**src/hw/lcd_cfg_pkg.sv**
```systemverilog
package lcd_cfg_pkg;

    // ==========================================================
    // Bus geometry
    localparam int ADDR_W = 16;
    localparam int DATA_W = 32;
    localparam int IDX_W = 14;

    // ==========================================================
    // Register indexes (byte address is four times the index)
    localparam logic [13:0] IDX_BOOT = 14'h00b2;
    localparam logic [13:0] IDX_MUX_CNT = 14'h2002;
    localparam logic [13:0] IDX_CPU_DIV = 14'h2004;
    localparam logic [13:0] IDX_MUX_CTL = 14'h2005;
    localparam logic [13:0] IDX_OPT = 14'h2008;
    localparam logic [13:0] IDX_SPLIT = 14'h2020;
    localparam logic [13:0] IDX_DISP = 14'h2021;
    localparam logic [13:0] IDX_SEG_FIRST = 14'h2030;
    localparam logic [13:0] IDX_SEG_LAST = 14'h2059;
    localparam logic [13:0] IDX_SERIAL = 14'h2070;

    // ==========================================================
    // Field positions
    localparam int MUX_CNT_LSB = 6;
    localparam int SYNC_EN_BIT = 0;
    localparam int ALT_BIT = 2;
    localparam int OPT_BIT = 5;
    localparam int DISP_BIT = 5;
    localparam int SERIAL_BIT = 7;
    localparam int BOOT_BIT = 7;

    // ==========================================================
    // Sizes and limits
    localparam int SEG_COUNT = 42;
    localparam int SEG_W = 4;
    localparam int SHARED_PINS = 18;
    localparam logic [4:0] SPLIT_MAX = 5'h12;
    localparam int DIV_CNT_W = 7;

    // ==========================================================
    // Values after reset
    localparam logic [1:0] RST_MUX_CNT = 2'h0;
    localparam logic [2:0] RST_CPU_DIV = 3'h0;
    localparam logic [4:0] RST_SPLIT = 5'h00;
    localparam logic [3:0] RST_SEG = 4'h0;
    localparam logic RST_FLAG = 1'b0;

    // ==========================================================
    // Multiplexer state counts per code
    localparam logic [2:0] MUX_STATES_00 = 3'h6;
    localparam logic [2:0] MUX_STATES_01 = 3'h4;
    localparam logic [2:0] MUX_STATES_10 = 3'h3;
    localparam logic [2:0] MUX_STATES_11 = 3'h2;

endpackage

```
**src/hw/cpu_div_if.sv**
```systemverilog
`timescale 1ns/1ps

// Divider code out to the clock divider, tick back
interface cpu_div_if;
    logic [2:0] code;
    logic tick;
    modport ctrl (output code, input tick);
    modport div (input code, output tick);
endinterface

```
**src/hw/cpu_clock_divider.sv**
```systemverilog
`timescale 1ns/1ps

module cpu_clock_divider #(
    parameter int CNT_W = lcd_cfg_pkg::DIV_CNT_W
) (
    input wire logic i_clk,
    input wire logic i_rst,
    cpu_div_if.div bus
);
    import lcd_cfg_pkg::*;

    // ==========================================================
    // Divide by two to the power of the active code
    logic [2:0] code_q;
    logic [CNT_W-1:0] cnt_q;
    logic tick_q;
    logic [CNT_W-1:0] mask;
    logic wrap;

    // Count mask and end of period
    assign mask = ~({CNT_W{1'b1}} << code_q);
    assign wrap = (cnt_q == mask);
    assign bus.tick = tick_q;

    // New code taken only at a period end, no short period
    always_ff @(posedge i_clk or posedge i_rst) begin
        if (i_rst) begin
            code_q <= RST_CPU_DIV;
            cnt_q <= '0;
            tick_q <= 1'b0;
        end else begin
            tick_q <= wrap;
            if (wrap) begin
                code_q <= bus.code;
                cnt_q <= '0;
            end else begin
                cnt_q <= cnt_q + 1'b1;
            end
        end
    end

endmodule

```
**src/hw/lcd_pin_and_clock_config_bank.sv**
```systemverilog
// The Avalon-MM slave port was chosen for this implementation.
`timescale 1ns/1ps

// Notes on behaviour
// - Pin-split field is five bits and holds values 0 to 18.
// - Split N gives the top N shared pins to segments, rest to I/O.
// - Forty-two four-bit display words, bit k drives backplane line k.
// - Processor clock comes from engine clock through a 3-bit divider, safe to change.
// - Divider code 000 passes the clock, 001 halves it, up to 111.
// - Alternate-input bit moves the input selector to its alternate inputs.
// - Sync-output enable turns segment pin 7 into the selector sync output.
// - Read-only flag reads one while the preboot sequence runs.
// - Serial enable with display off hands its pins to the serial interface.
module lcd_pin_and_clock_config_bank #(
    parameter int SEGS = lcd_cfg_pkg::SEG_COUNT,
    parameter int SHARED = lcd_cfg_pkg::SHARED_PINS
) (
    input wire logic I_CLK,
    input wire logic I_RST,
    input wire logic [lcd_cfg_pkg::ADDR_W-1:0] I_AVS_ADDRESS,
    input wire logic I_AVS_READ,
    input wire logic I_AVS_WRITE,
    input wire logic [lcd_cfg_pkg::DATA_W-1:0] I_AVS_WRITEDATA,
    input wire logic [3:0] I_AVS_BYTEENABLE,
    output logic [lcd_cfg_pkg::DATA_W-1:0] O_AVS_READDATA,
    output logic O_AVS_WAITREQUEST,
    input wire logic I_PREBOOT,
    output logic O_CPU_CLK_EN,
    output logic [2:0] O_MUX_STATES,
    output logic O_ALTERNATE_INPUT_SELECT,
    output logic O_SEG7_SYNC_SEL,
    output logic O_OPT_TX_DIS,
    output logic [SHARED-1:0] O_SHARED_IS_SEG,
    output logic [SHARED-1:0] O_SHARED_IS_IO,
    output logic O_SERIAL_PINS,
    output logic [SEGS*lcd_cfg_pkg::SEG_W-1:0] O_SEG_DATA
);
    import lcd_cfg_pkg::*;

    // ==========================================================
    // Decode helpers

    // True when the word index names the given register
    function automatic logic is_idx(
        input logic [IDX_W-1:0] idx,
        input logic [IDX_W-1:0] reg_idx
    );
        is_idx = (idx == reg_idx);
    endfunction

    // True when the word index falls in the display words
    function automatic logic in_seg(input logic [IDX_W-1:0] idx);
        in_seg = (idx >= IDX_SEG_FIRST) && (idx <= IDX_SEG_LAST);
    endfunction

    // ==========================================================
    // Bus handshake state
    logic wait_q;
    logic [DATA_W-1:0] rdata_q;

    // ==========================================================
    // Register state
    logic [1:0] mux_cnt_q;
    logic [2:0] cpu_div_q;
    logic alt_q;
    logic sync_en_q;
    logic opt_q;
    logic [4:0] split_q;
    logic disp_q;
    logic serial_q;
    logic [SEG_W-1:0] seg_q [SEGS];

    // ==========================================================
    // Preboot synchroniser
    logic boot_meta_q;
    logic boot_q;

    // ==========================================================
    // Output flops
    logic cpu_en_q;
    logic [2:0] mux_states_q;
    logic [SHARED-1:0] is_seg_q;
    logic serial_pins_q;
    logic [SHARED-1:0] is_io_q;

    // ==========================================================
    // Bus decode wires
    logic [IDX_W-1:0] idx;
    logic req;
    logic take;
    logic wr_go;
    logic hit_mux_cnt;
    logic hit_cpu_div;
    logic hit_mux_ctl;
    logic hit_opt;
    logic hit_split;
    logic hit_disp;
    logic hit_serial;
    logic hit_boot;
    logic hit_seg;
    logic [IDX_W-1:0] seg_off;
    logic [5:0] seg_ptr;
    logic [4:0] split_wr;
    logic [DATA_W-1:0] rd_word;

    // ==========================================================
    // Read words, one per register
    logic [DATA_W-1:0] rw_mux_cnt;
    logic [DATA_W-1:0] rw_cpu_div;
    logic [DATA_W-1:0] rw_mux_ctl;
    logic [DATA_W-1:0] rw_opt;
    logic [DATA_W-1:0] rw_split;
    logic [DATA_W-1:0] rw_disp;
    logic [DATA_W-1:0] rw_serial;
    logic [DATA_W-1:0] rw_boot;
    logic [DATA_W-1:0] rw_seg;

    // ==========================================================
    // Write data fields
    logic [1:0] wf_mux_cnt;
    logic [2:0] wf_cpu_div;
    logic wf_alt;
    logic wf_sync;
    logic wf_opt;
    logic wf_disp;
    logic wf_serial;
    logic [SEG_W-1:0] wf_seg;

    // ==========================================================
    // Derived control wires
    logic [2:0] mux_states_d;
    logic [SHARED-1:0] is_seg_d;
    logic serial_pins_d;

    // Divider link to the clock divider
    cpu_div_if div_bus ();

    // ==========================================================
    // Address decode
    assign idx = I_AVS_ADDRESS[ADDR_W-1:2];
    assign req = I_AVS_READ | I_AVS_WRITE;
    assign hit_mux_cnt = is_idx(idx, IDX_MUX_CNT);
    assign hit_cpu_div = is_idx(idx, IDX_CPU_DIV);
    assign hit_mux_ctl = is_idx(idx, IDX_MUX_CTL);
    assign hit_opt = is_idx(idx, IDX_OPT);
    assign hit_split = is_idx(idx, IDX_SPLIT);
    assign hit_disp = is_idx(idx, IDX_DISP);
    assign hit_serial = is_idx(idx, IDX_SERIAL);
    assign hit_boot = is_idx(idx, IDX_BOOT);
    assign hit_seg = in_seg(idx);
    assign seg_off = idx - IDX_SEG_FIRST;
    assign seg_ptr = seg_off[5:0];

    // Request sampled while wait is high, committed when wait is low
    assign take = req & wait_q;
    assign wr_go = I_AVS_WRITE & ~wait_q & I_AVS_BYTEENABLE[0];

    // Split writes above the top value saturate
    assign split_wr = (I_AVS_WRITEDATA[4:0] > SPLIT_MAX) ? SPLIT_MAX
                    : I_AVS_WRITEDATA[4:0];

    // Write data fields, all in the low byte
    assign wf_mux_cnt = I_AVS_WRITEDATA[MUX_CNT_LSB+:2];
    assign wf_cpu_div = I_AVS_WRITEDATA[2:0];
    assign wf_alt = I_AVS_WRITEDATA[ALT_BIT];
    assign wf_sync = I_AVS_WRITEDATA[SYNC_EN_BIT];
    assign wf_opt = I_AVS_WRITEDATA[OPT_BIT];
    assign wf_disp = I_AVS_WRITEDATA[DISP_BIT];
    assign wf_serial = I_AVS_WRITEDATA[SERIAL_BIT];
    assign wf_seg = I_AVS_WRITEDATA[SEG_W-1:0];

    // ==========================================================
    // Read words, each field at its bit position
    assign rw_mux_cnt = {24'h0000_00, mux_cnt_q, 6'h00};
    assign rw_cpu_div = {29'h0000_0000, cpu_div_q};
    assign rw_mux_ctl = {29'h0000_0000, alt_q, 1'b0, sync_en_q};
    assign rw_opt = {26'h000_0000, opt_q, 5'h00};
    assign rw_split = {27'h000_0000, split_q};
    assign rw_disp = {26'h000_0000, disp_q, 5'h00};
    assign rw_serial = {24'h0000_00, serial_q, 7'h00};
    assign rw_boot = {24'h0000_00, boot_q, 7'h00};
    assign rw_seg = {28'h000_0000, seg_q[seg_ptr]};

    // Read selection, unmapped words read zero
    assign rd_word =
        hit_mux_cnt ? rw_mux_cnt :
        hit_cpu_div ? rw_cpu_div :
        hit_mux_ctl ? rw_mux_ctl :
        hit_opt ? rw_opt :
        hit_split ? rw_split :
        hit_disp ? rw_disp :
        hit_serial ? rw_serial :
        hit_boot ? rw_boot :
        hit_seg ? rw_seg :
        32'h0000_0000;

    // ==========================================================
    // Bus handshake: one wait cycle, then one ready cycle
    always_ff @(posedge I_CLK or posedge I_RST) begin
        if (I_RST) begin
            wait_q <= 1'b1;
            rdata_q <= 32'h0000_0000;
        end else begin
            wait_q <= ~take;
            if (take && I_AVS_READ) begin
                rdata_q <= rd_word;
            end
        end
    end

    assign O_AVS_WAITREQUEST = wait_q;
    assign O_AVS_READDATA = rdata_q;

    // ==========================================================
    // Selector, clock and optical control registers
    always_ff @(posedge I_CLK or posedge I_RST) begin
        if (I_RST) begin
            mux_cnt_q <= RST_MUX_CNT;
            cpu_div_q <= RST_CPU_DIV;
            alt_q <= RST_FLAG;
            sync_en_q <= RST_FLAG;
            opt_q <= RST_FLAG;
        end else if (wr_go) begin
            if (hit_mux_cnt) begin
                mux_cnt_q <= wf_mux_cnt;
            end
            if (hit_cpu_div) begin
                cpu_div_q <= wf_cpu_div;
            end
            if (hit_mux_ctl) begin
                alt_q <= wf_alt;
                sync_en_q <= wf_sync;
            end
            if (hit_opt) begin
                opt_q <= wf_opt;
            end
        end
    end

    // ==========================================================
    // Pin assignment registers
    always_ff @(posedge I_CLK or posedge I_RST) begin
        if (I_RST) begin
            split_q <= RST_SPLIT;
            disp_q <= RST_FLAG;
            serial_q <= RST_FLAG;
        end else if (wr_go) begin
            if (hit_split) begin
                split_q <= split_wr;
            end
            if (hit_disp) begin
                disp_q <= wf_disp;
            end
            if (hit_serial) begin
                serial_q <= wf_serial;
            end
        end
    end

    // ==========================================================
    // Display words, one register per segment
    genvar g;
    generate
        for (g = 0; g < SEGS; g++) begin : g_seg
            // Word write for this segment
            always_ff @(posedge I_CLK or posedge I_RST) begin
                if (I_RST) begin
                    seg_q[g] <= RST_SEG;
                end else if (wr_go && hit_seg && (seg_ptr == 6'(g))) begin
                    seg_q[g] <= wf_seg;
                end
            end

            // Bit k of the word feeds backplane line k
            assign O_SEG_DATA[g*SEG_W+:SEG_W] = seg_q[g];
        end
    endgenerate

    // ==========================================================
    // Preboot flag, two flops from the pin
    always_ff @(posedge I_CLK or posedge I_RST) begin
        if (I_RST) begin
            boot_meta_q <= 1'b0;
            boot_q <= 1'b0;
        end else begin
            boot_meta_q <= I_PREBOOT;
            boot_q <= boot_meta_q;
        end
    end

    // ==========================================================
    // Shared pin split: pair i is segment 24+i or I/O 4+i
    generate
        for (g = 0; g < SHARED; g++) begin : g_pin
            // Top N pairs go to the display
            assign is_seg_d[g] = (32'(split_q) + 32'(g)) >= 32'(SHARED);
        end
    endgenerate

    // Serial takeover of its own pins while the display is off
    assign serial_pins_d = serial_q & ~disp_q;

    // ==========================================================
    // Selector state count decode
    assign mux_states_d =
        (mux_cnt_q == 2'h0) ? MUX_STATES_00 :
        (mux_cnt_q == 2'h1) ? MUX_STATES_01 :
        (mux_cnt_q == 2'h2) ? MUX_STATES_10 :
        MUX_STATES_11;

    // ==========================================================
    // Processor clock divider
    assign div_bus.code = cpu_div_q;

    cpu_clock_divider #(
        .CNT_W(DIV_CNT_W)
    ) u_cpu_div (
        .i_clk(I_CLK),
        .i_rst(I_RST),
        .bus(div_bus)
    );

    // ==========================================================
    // Registered pin and control outputs
    always_ff @(posedge I_CLK or posedge I_RST) begin
        if (I_RST) begin
            cpu_en_q <= 1'b0;
            mux_states_q <= MUX_STATES_00;
            is_seg_q <= '0;
            is_io_q <= '1;
            serial_pins_q <= 1'b0;
        end else begin
            cpu_en_q <= div_bus.tick;
            mux_states_q <= mux_states_d;
            is_seg_q <= is_seg_d;
            is_io_q <= ~is_seg_d;
            serial_pins_q <= serial_pins_d;
        end
    end

    // Outputs straight from the flops
    assign O_CPU_CLK_EN = cpu_en_q;
    assign O_MUX_STATES = mux_states_q;
    assign O_ALTERNATE_INPUT_SELECT = alt_q;
    assign O_SEG7_SYNC_SEL = sync_en_q;
    assign O_OPT_TX_DIS = opt_q;
    assign O_SHARED_IS_SEG = is_seg_q;
    assign O_SHARED_IS_IO = is_io_q;
    assign O_SERIAL_PINS = serial_pins_q;

endmodule

```
**config.mk**
```make
export PLATFORM = sky130hd
export DESIGN_NAME = lcd_pin_and_clock_config_bank
export DESIGN_NICKNAME = d
export VERILOG_FILES = /design/src/hw/lcd_cfg_pkg.sv /design/src/hw/cpu_div_if.sv /design/src/hw/cpu_clock_divider.sv /design/src/hw/lcd_pin_and_clock_config_bank.sv
export SDC_FILE = /design/constraint.sdc
export NUM_CORES = 1
export LEC_CHECK = 0
export BUFFER_PORTS_ARGS = -buffer_cell sky130_fd_sc_hd__buf_2
export CAP_MARGIN = 20
export CORE_UTILIZATION = 45
export DETAILED_ROUTE_END_ITERATION = 12
export PLACE_DENSITY = 0.8
export REMOVE_ABC_BUFFERS = 1
export SKIP_CTS_REPAIR_TIMING = 1
export SYNTH_ARGS = -nofsm -noshare
export SYNTH_HDL_FRONTEND = slang
export SYNTH_SLANG_ARGS = --single-unit
```
**constraint.sdc**
```tcl
create_clock -name I_CLK -period 8.7 [get_ports I_CLK]
set_input_delay 1.74 -clock I_CLK [delete_from_list [all_inputs] [get_ports I_CLK]]
set_output_delay 1.74 -clock I_CLK [all_outputs]
set_load 0.005 [all_outputs]
```
* Word-level counts from Yosys, hierarchy flattened
Cells that the tools add are included.
Cells by class: $add $sub $neg 19, order comparisons 22, equal/unequal tests 52, shifts and indexed selects 1, multiplexer cells 17, bitwise operators 11, reduce and logical (&&, ||, !) cells 54
Operator list (count):
- greater-or-equal comparator 6 x 5 -> 1 bit (second input constant) | 17
- equality test 14 bit (second input constant) | 7
- equality test 6 x 5 -> 1 bit (second input constant) | 16
- two-way mux 8 bit | 8
- equality test 6 bit (second input constant) | 10
- adder 5 x 4 -> 6 bit (second input constant) | 8
- equality test 6 x 4 -> 1 bit (second input constant) | 8
- logical AND 1 bit | 45
- adder 5 x 3 -> 6 bit (second input constant) | 4
- binary-select mux 4 bit (select 6 bit) | 1
- equality test 6 x 3 -> 1 bit (second input constant) | 4
- inverter 18 bit | 1
- equality test 14 x 8 -> 1 bit (second input constant) | 1
- greater-or-equal comparator 14 bit (second input constant) | 1
- <= comparator 14 bit (second input constant) | 1
- AND reduction 2 bit | 7
- adder 5 x 2 -> 6 bit (second input constant) | 2
- adder 5 x 5 -> 6 bit (second input constant) | 2
- equality test 6 x 2 -> 1 bit (second input constant) | 2
- two-way mux 4 bit | 3
- adder 7 x 1 -> 7 bit (second input constant) | 1
- equality test 7 bit | 1
- greater-or-equal comparator 7 bit (second input constant) | 1
- two-way mux 7 bit | 1
- other kinds (18) | 24
Word-level totals: register bits 270, input bits 57, word-level logic and storage cells 238

* Longest topological paths before layout
Gate-level depths: netlist (run 1).
depth in word-level cells 14, mapped depth 9, gate-level depth less buffers 7

* Hierarchy
A second synthesis (run 1) with hierarchy kept.
Unflattened totals: cell total of the unflattened synthesis 1000, area, all modules 12434.4 sq um
Modules (own cells, without submodules):
- lcd_pin_and_clock_config_bank | instances 1, cells an instance 939, area an instance 11813.8 sq um, sequential area each 5906.9 sq um
- cpu_clock_divider | instances 1, cells an instance 61, area an instance 620.6 sq um, sequential area each 275.3 sq um

* Worst setup path before layout (run 1)
Ideal clock, no wire load.
kind input to register, start input port I_AVS_ADDRESS[2] (netlist name), end register cpu_div_q[0], setup time 0.125 ns, data arrival time 3.701 ns, slack 4.874 ns, cell stages on the path 5, buffers on the path 1, cells stage by stage buf_2 -> or4b_2 -> or4_4 -> nor2_1 -> mux2_2
Between the ends: longest elaborated chain between the ends 2
RTL lines:
- start: declaration | line lcd_pin_and_clock_config_bank.sv:20 | input wire logic [lcd_cfg_pkg::ADDR_W-1:0] I_AVS_ADDRESS,
- equality test 14 bit | line lcd_pin_and_clock_config_bank.sv:48 | is_idx = (idx == reg_idx);
- AND reduction 2 bit (no source line)
- end signal: assignment | line lcd_pin_and_clock_config_bank.sv:228 | cpu_div_q <= wf_cpu_div;
- end: declaration | line lcd_pin_and_clock_config_bank.sv:64 | logic [2:0] cpu_div_q;
Every way passes these cells. A chain may end at the register's enable or synchronous reset.

* Final worst setup path (run 1)
start input port I_AVS_ADDRESS[5] (netlist name), end register seg_q (netlist bit O_SEG_DATA[36])
Between the ends: longest elaborated chain between the ends 4, elaborated cells between the ends (all ways) 7, classes of those cells add/sub (1); order compare (2); eq/ne (1); reduce/logical (3)
RTL lines:
- greater-or-equal comparator 14 bit or <= comparator 14 bit (tied branches) | line lcd_pin_and_clock_config_bank.sv:53 | in_seg = (idx >= IDX_SEG_FIRST) && (idx <= IDX_SEG_LAST);
- logical AND 1 bit | line lcd_pin_and_clock_config_bank.sv:53
- logical AND 1 bit | line lcd_pin_and_clock_config_bank.sv:269 | end else if (wr_go && hit_seg && (seg_ptr == 6'(g))) begin
- logical AND 1 bit (*) | line lcd_pin_and_clock_config_bank.sv:269
- end signal: indexed assignment | line lcd_pin_and_clock_config_bank.sv:270 | seg_q[g] <= wf_seg;
- end: declaration | line lcd_pin_and_clock_config_bank.sv:71 | logic [SEG_W-1:0] seg_q [SEGS];
Mark *: on every way between the ends. The rest lies on a longest branch, timed or not.

==> results of run 1 <==
-- final cells by class --
cell class              count  area (µm²)  share of cell area
diodes                      1       2.502           0.0001690
clock buffers              37       783.3             0.05288
clock inverters            13       217.7             0.01470
inverters                  24       97.59            0.006589
multi-input cells         680        5797              0.3914
flip-flops and latches    246        6182              0.4174
well taps                 341       426.7             0.02881
repair buffers            256        1304             0.08803
-- cell usage after synthesis (all sizes together), types with 4 or more instances --
library cell	number	share of area
nor3	14	0.0086
o22ai	6	0.0030
mux4	29	0.053
a31oi	5	0.0025
dfstp	21	0.044
o31ai	8	0.0048
mux2	190	0.17
nor3b	4	0.0028
nor4	14	0.0086
nand3	18	0.0072
mux2i	20	0.016
buf	48	0.023
nand2	48	0.014
a22oi	7	0.0042
o21a	5	0.0030
nor2	59	0.018
or2	4	0.0020
a21oi	26	0.010
inv	23	0.0069
dfrtp	225	0.45
and3	5	0.0025
nand4	10	0.0060
a211oi	4	0.0024
nand2b	11	0.0055
a221oi	5	0.0035
clkbuf	43	0.013
xor2	5	0.0035
nor2b	20	0.010
or3	4	0.0020
or4	4	0.0027
o22a	4	0.0028
xnor2	13	0.0092
and2	7	0.0035
o21ai	32	0.013
ha	27	0.027
-- path summary, 6_finish.rpt --
kind	endpoint	depth (start not counted)	start	slack [ns]
max in group asynchronous	O_SEG_DATA[3]	3	I_RST	5.96
worst max register to register	O_SEG_DATA[36]	4	O_AVS_WAITREQUEST	5.93
min in group asynchronous	O_SEG_DATA[17]	2	I_RST	1.35
worst min-delay path	O_CPU_CLK_EN	0	u_cpu_div.bus.tick	0.35
worst max-delay path	O_SEG_DATA[36]	7	I_AVS_ADDRESS[5]	4.10
worst min register to register	O_CPU_CLK_EN	0	u_cpu_div.bus.tick	0.35
-- through the flow --
stage	power, mW	instance area (µm²)	setup slack [ns]	hold slack (ns)	instances
after floorplan	1.228	12070	0.2365	0.3312	950
after global placement	1.291	13810	3.628	0.3366	1547
after detailed placement	1.292	13810	3.584	0.3363	1547
after CTS	2.550	14810	4.193	0.3542	1597
after global routing	2.607	14810	4.006	0.3567	1597
final	2.534	14810	4.102	0.3543	1598
-- power by group through the flow --
stage | Sequential (mW) | Combinational, mW | Clock, mW
after CTS | 1.15 | 0.123 | 1.28
after global routing | 1.15 | 0.136 | 1.32
after floorplan | 1.17 | 0.0585 | 0
final | 1.15 | 0.124 | 1.26
after detailed placement | 1.17 | 0.123 | 0
after global placement | 1.17 | 0.122 | 0
-- registers in the layout, indices dropped and copies added, names as in the netlist, 2 cells and up --
| register | cells |
|---|---|
| cpu_div_q | 3 |
| O_SHARED_IS_SEG | 18 |
| O_SHARED_IS_IO | 18 |
| O_AVS_READDATA | 8 |
| u_cpu_div.cnt_q | 7 |
| O_SEG_DATA | 168 |
| u_cpu_div.code_q | 3 |
| split_q | 5 |
| mux_cnt_q | 2 |
| O_MUX_STATES | 3 |
-- per-layer routing --
layer,track usage,vias up,wire length (µm)
li1,-,4091,-
met1,0.3407,4719,14990
met2,0.4029,448,16680
met3,0.05971,60,2988
met4,0.07747,2,1057
met5,0,-,11
-- critical path, stage by stage --
cell	delay, ns
buf_2	0.08
buf_4	0.38
or4bb_1	0.66
o221ai_2	0.34
nand4_1	0.70
nor2_1	0.70
mux2_2	0.40
-- cell families after synthesis --
logic type / Yosys count
fa+ha+maj: 27
other cells: 1
buf+inv: 115
flops: 246
compound gates: 136
mux: 239
simple gates: 236
xor+xnor: 18
==> results.toml, run 1 <==
[synthesis]
synthXorXnorAreaFrac = 0.01268
syn_inst = 1018
ys_seq_area_frac = 0.4973
avgSynthCellArea_um2 = 12.21
ys_types = 72
yosys_warnings = 0
syn_area_um2 = 12430
synth-edff-count = 0
ys_ff_latch = 246
ys_async_sr_fraction = 1.000
synth_compound_area_frac = 0.07397
synthAdderAreaFrac = 0.02717
synthFlopType = "dfrtp_1"
synth-simple-area-share = 0.1044
synthMuxAreaShare = 0.2407
synth_top_family_by_area = "multiplexers"

[global_route]
grt_usage = 0.2521
grt_pass1_wl_mm = 55.05
grt_max_degree = 114
grt_pass1_vias = 9158
antenna_found_initial = 2
overflow = 0

[flow_run]
max_cap_violations = 0

[power]
clkPwrFrac = 0.498
switching_power_mw = 0.5740
peakVddDrop_mv = 0.1759
p_seq_frac = 0.453
pwr_density_cell_nw_per_um2 = 171.1
p_int_mw = 1.960
total_leakage_power_nw = 7.482
switching_share = 0.2265
p_comb_frac = 0.049

[cts]
clock_sinks = 246
h-tree-depth = 1
cts_buffers = 27
cts-root-buf = "clkbuf_16"
cts_buffer_depth = 3
cts_tree = "built"
insertion_delay_ns = 0.56
path_clk_slew_ns = 0.06

[setup_path]
startpoint_type = "input port"
cp.required_ns = 9.14
critical_path_class = "in2reg"
cp_data_arrival_time_ns = 5.04
end_kind = "flip-flop"
cp_max_fo = 38

[cells_and_area]
final_common_cell = "buf_2"
layout_common_cells = "buf_2 (247), dfrtp_1 (225), mux2_2 (190), nor2_1 (59), nand2_1 (48)"
drive_above_1_share = 0.4514
fillCellCount = 2303
fin_nets = 1319
area_growth_pct = 19.13
utilization = 0.5480

[floorplanning]
row_count = 60
core-area_um2 = 27030
die-area_um2 = 28290
io_pins = 302
die_y_um = 168.2
initial_core_util = 0.4600
die_x_um = 168.2

[route]
drtIter0Drc = 814
drc = 0
routed_via_density = 5.832
vias = 9320
final_antenna_net_count = 0
drt_first_pass_iters = 5
routedWlPerCell_um = 22.36
totalWireLength_mm = 35.73

[placement]
gp_congestion = 0.9270
portBuffers = 248
dp_hpwl_mm = 25.27

[timing]
min_period_ns = 4.598
setup_violations = 0
timing_hold_violations_final = 0
finalSetupTns_ns = 0
maxSlewViolCount = 0
fmax_ghz = 0.2175
slew-limit-headroom = 0.2848
tightestPinTransition_ns = 1.063
min_period_over_period = 0.5285
clock_skew_ns = 0.02983
rsz0062_at_grt = "no"

[worst_hold_path]
hold_path.class = "reg2reg"

[run_status]
outcome = "finished clean"
Power figures use the tool's default switching activity.
==> run 2, diff against run 1 <==
--- a/config.mk
+++ b/config.mk
@@ -5,6 +5,7 @@
 export SDC_FILE = /design/constraint.sdc
 export NUM_CORES = 1
 export LEC_CHECK = 0
+export ABC_AREA = 1
 export BUFFER_PORTS_ARGS = -buffer_cell sky130_fd_sc_hd__buf_2
 export CAP_MARGIN = 20
 export CORE_UTILIZATION = 45
==> constraint.sdc (replaced) <==
create_clock -name I_CLK -period 4 [get_ports I_CLK]
set_input_delay 0.8 -clock I_CLK [delete_from_list [all_inputs] [get_ports I_CLK]]
set_output_delay 0.8 -clock I_CLK [all_outputs]
set_load 0.005 [all_outputs]
==> results.toml, run 2 <==
[global_route]
overflow = 0
grt_max_degree = 137
antenna_found_initial = 1
grt_pass1_wl_mm = 59.15
grt_usage = 0.2685
grt_pass1_vias = 10829

[synthesis]
yosysMostFrequentCell = "nand2_1"
syn_area_um2 = 12450
syn_inst = 1549
synth_common_cells = "nand2_1 (518), dfrtp_1 (225), inv_1 (155)"
avgSynthCellArea_um2 = 8.035
ys_ff_latch = 246
ys_seq_area_frac = 0.4967
ys_async_sr_fraction = 1.000
yosys-top-cells-area = "dfrtp_1 (45%), nand2_1 (16%), o21ai_0 (5.0%)"
ys_types = 46
synthFlopType = "dfrtp_1"
synth-edff-count = 0
yosys.area.top_type = "dfrtp_1"
synth_top_area_frac = 0.4524
yosys_warnings = 0

[power]
clkPwrFrac = 0.463
total_leakage_power_nw = 8.020
switching_power_mw = 1.408
p_total_mw = 5.622
p_int_mw = 4.215
pwr_density_cell_nw_per_um2 = 375.8
p_seq_frac = 0.457
peakVddDrop_mv = 0.3201
p_comb_frac = 0.080
switching_share = 0.2504

[cells_and_area]
utilization = 0.5536
fillCellCount = 2478
insertedDiodeCount = 0
final_area_um2 = 14960
drive_above_1_share = 0.2157
layout_common_cells = "nand2_1 (518), buf_2 (248), dfrtp_1 (225), inv_1 (154), o21ai_0 (125)"
area_growth_pct = 20.21
largest_reg_flops = 168
final_common_cell = "nand2_1"
fin_nets = 1885

[setup_path]
cp.required_ns = 4.44
cp_data_arrival_time_ns = 3.08
end_kind = "flip-flop"
critical_path_class = "in2reg"
startpoint_type = "input port"
cp_max_fo = 12
rrSetupSlack_ns = 1.42

[timing]
fin_ws_ns = 1.363
min_period_ns = 2.637
min_period_over_period = 0.6592
maxSlewViolCount = 0
setup_violations = 0
fmax_ghz = 0.3793
timing_hold_violations_final = 0
slew-limit-headroom = 0.3015
hold_ws_ns = 0.3486
tightestPinTransition_ns = 1.048
clock_skew_ns = 0.01055
rsz0062_at_grt = "no"

[placement]
portBuffers = 248
post-place-ws_ns = 0.8975
gp_congestion = 0.9330
place_area_um2 = 14020
dp_hpwl_mm = 27.34

[route]
drc = 0
routed_via_density = 5.311
drt_first_pass_iters = 5
totalWireLength_mm = 38.42
drtIter0Drc = 1018
routedWlPerCell_um = 17.76
vias = 11487
final_antenna_net_count = 0

[run_status]
outcome = "finished clean"

[cts]
insertion_delay_ns = 0.56
path_clk_slew_ns = 0.06
cts_buffer_depth = 3
cts-root-buf = "clkbuf_16"
cts_buffers = 27
h-tree-depth = 1
cts_tree = "built"
clock_sinks = 246

[floorplanning]
io_pins = 302
die_x_um = 168.3
die-area_um2 = 28330
die_y_um = 168.3
core-area_um2 = 27030
initial_core_util = 0.4605
row_count = 60

[worst_hold_path]
hold_path.class = "reg2reg"

[flow_run]
max_cap_violations = 0
[run 2: changes by cell type after synthesis, sizes merged, moves of 16 or more]
cell	change
nand2	+492
o21ai	+173
mux2i	-19
a21oi	+16
inv	+134
nor2b	-20
xor2	+17
mux4	-29
nor2	+69
mux2	-188
[run 2: path summary, 6_finish.rpt]
check                              startpoint  cells past startpoint             endpoint
setup / recovery             I_AVS_ADDRESS[3]                     15    O_AVS_READDATA[2]
hold / removal             u_cpu_div.bus.tick                      0         O_CPU_CLK_EN
setup reg to reg                   split_q[1]                      7   O_SHARED_IS_SEG[7]
hold reg to reg            u_cpu_div.bus.tick                      0         O_CPU_CLK_EN
max in group asynchronous               I_RST                      3    O_SHARED_IS_IO[7]
min in group asynchronous               I_RST                      2  O_SHARED_IS_SEG[10]
[run 2: area by class of cell]
class,count,area (µm²),share of cell area
Tap cell,341,426.7,0.02852
Timing Repair Buffer,273,1466,0.09802
Clock inverter,13,166.4,0.01112
Sequential cell,246,6182,0.4132
Multi-Input combinational cell,1090,5321,0.3557
Inverter,163,624.3,0.04173
Clock buffer,37,773.2,0.05169
[run 2: layer usage]
| metal | part of all wire | wire, µm | global-route usage | up-vias |
|---|---|---|---|---|
| li1 | - | - | - | 5364 |
| met1 | 0.40 | 15410 | 0.3400 | 5426 |
| met2 | 0.46 | 17820 | 0.4411 | 577 |
| met3 | 0.083 | 3178 | 0.05501 | 118 |
| met4 | 0.052 | 1991 | 0.1265 | 2 |
| met5 | 0.00034 | 13 | 0 | - |
[run 2: cell families after synthesis]
| kind of cell | share of synthesized area |
|---|---|
| AND/OR/NAND/NOR | 0.2478 |
| AO/OA/AOI/OAI | 0.1245 |
| flip-flops | 0.4967 |
| buffers and inverters | 0.08264 |
| adder cells (fa/ha/maj) | 0.02714 |
| XOR/XNOR | 0.01830 |
| multiplexers | 0.002614 |
| other | 0.0003013 |
[run 2: worst max-delay path, cell delays in order]
cell and delay (ns):
buf_2 0.21, buf_4 0.27, nand2_1 0.45, o21ai_0 0.42, nor2_1 0.11, nor2_1 0.18, nor2_1 0.09, nand2_1 0.07
nand3_1 0.10, nand2_1 0.10, nand2_1 0.06, nand2_1 0.07, nand2_1 0.05, nand2_1 0.06, nand2_1 0.05
[run 2: per-stage QoR]
stage / instances / TNS [ns]
6_report: 2163 / 0
5_1_grt: 2163 / 0
4_1_cts: 2163 / 0
3_5_place_dp: 2113 / 0
3_3_place_gp: 2113 / 0
2_1_floorplan: 1499 / -826.75
[run 2: power groups by stage]
stage | combinational (mW) | sequential [mW] | clock (mW)
CTS | 0.444 | 2.57 | 2.63
global placement | 0.431 | 2.61 | 0
floorplan | 0.234 | 2.61 | 0
global route | 0.494 | 2.57 | 2.72
finish | 0.450 | 2.57 | 2.60
detailed placement | 0.440 | 2.61 | 0
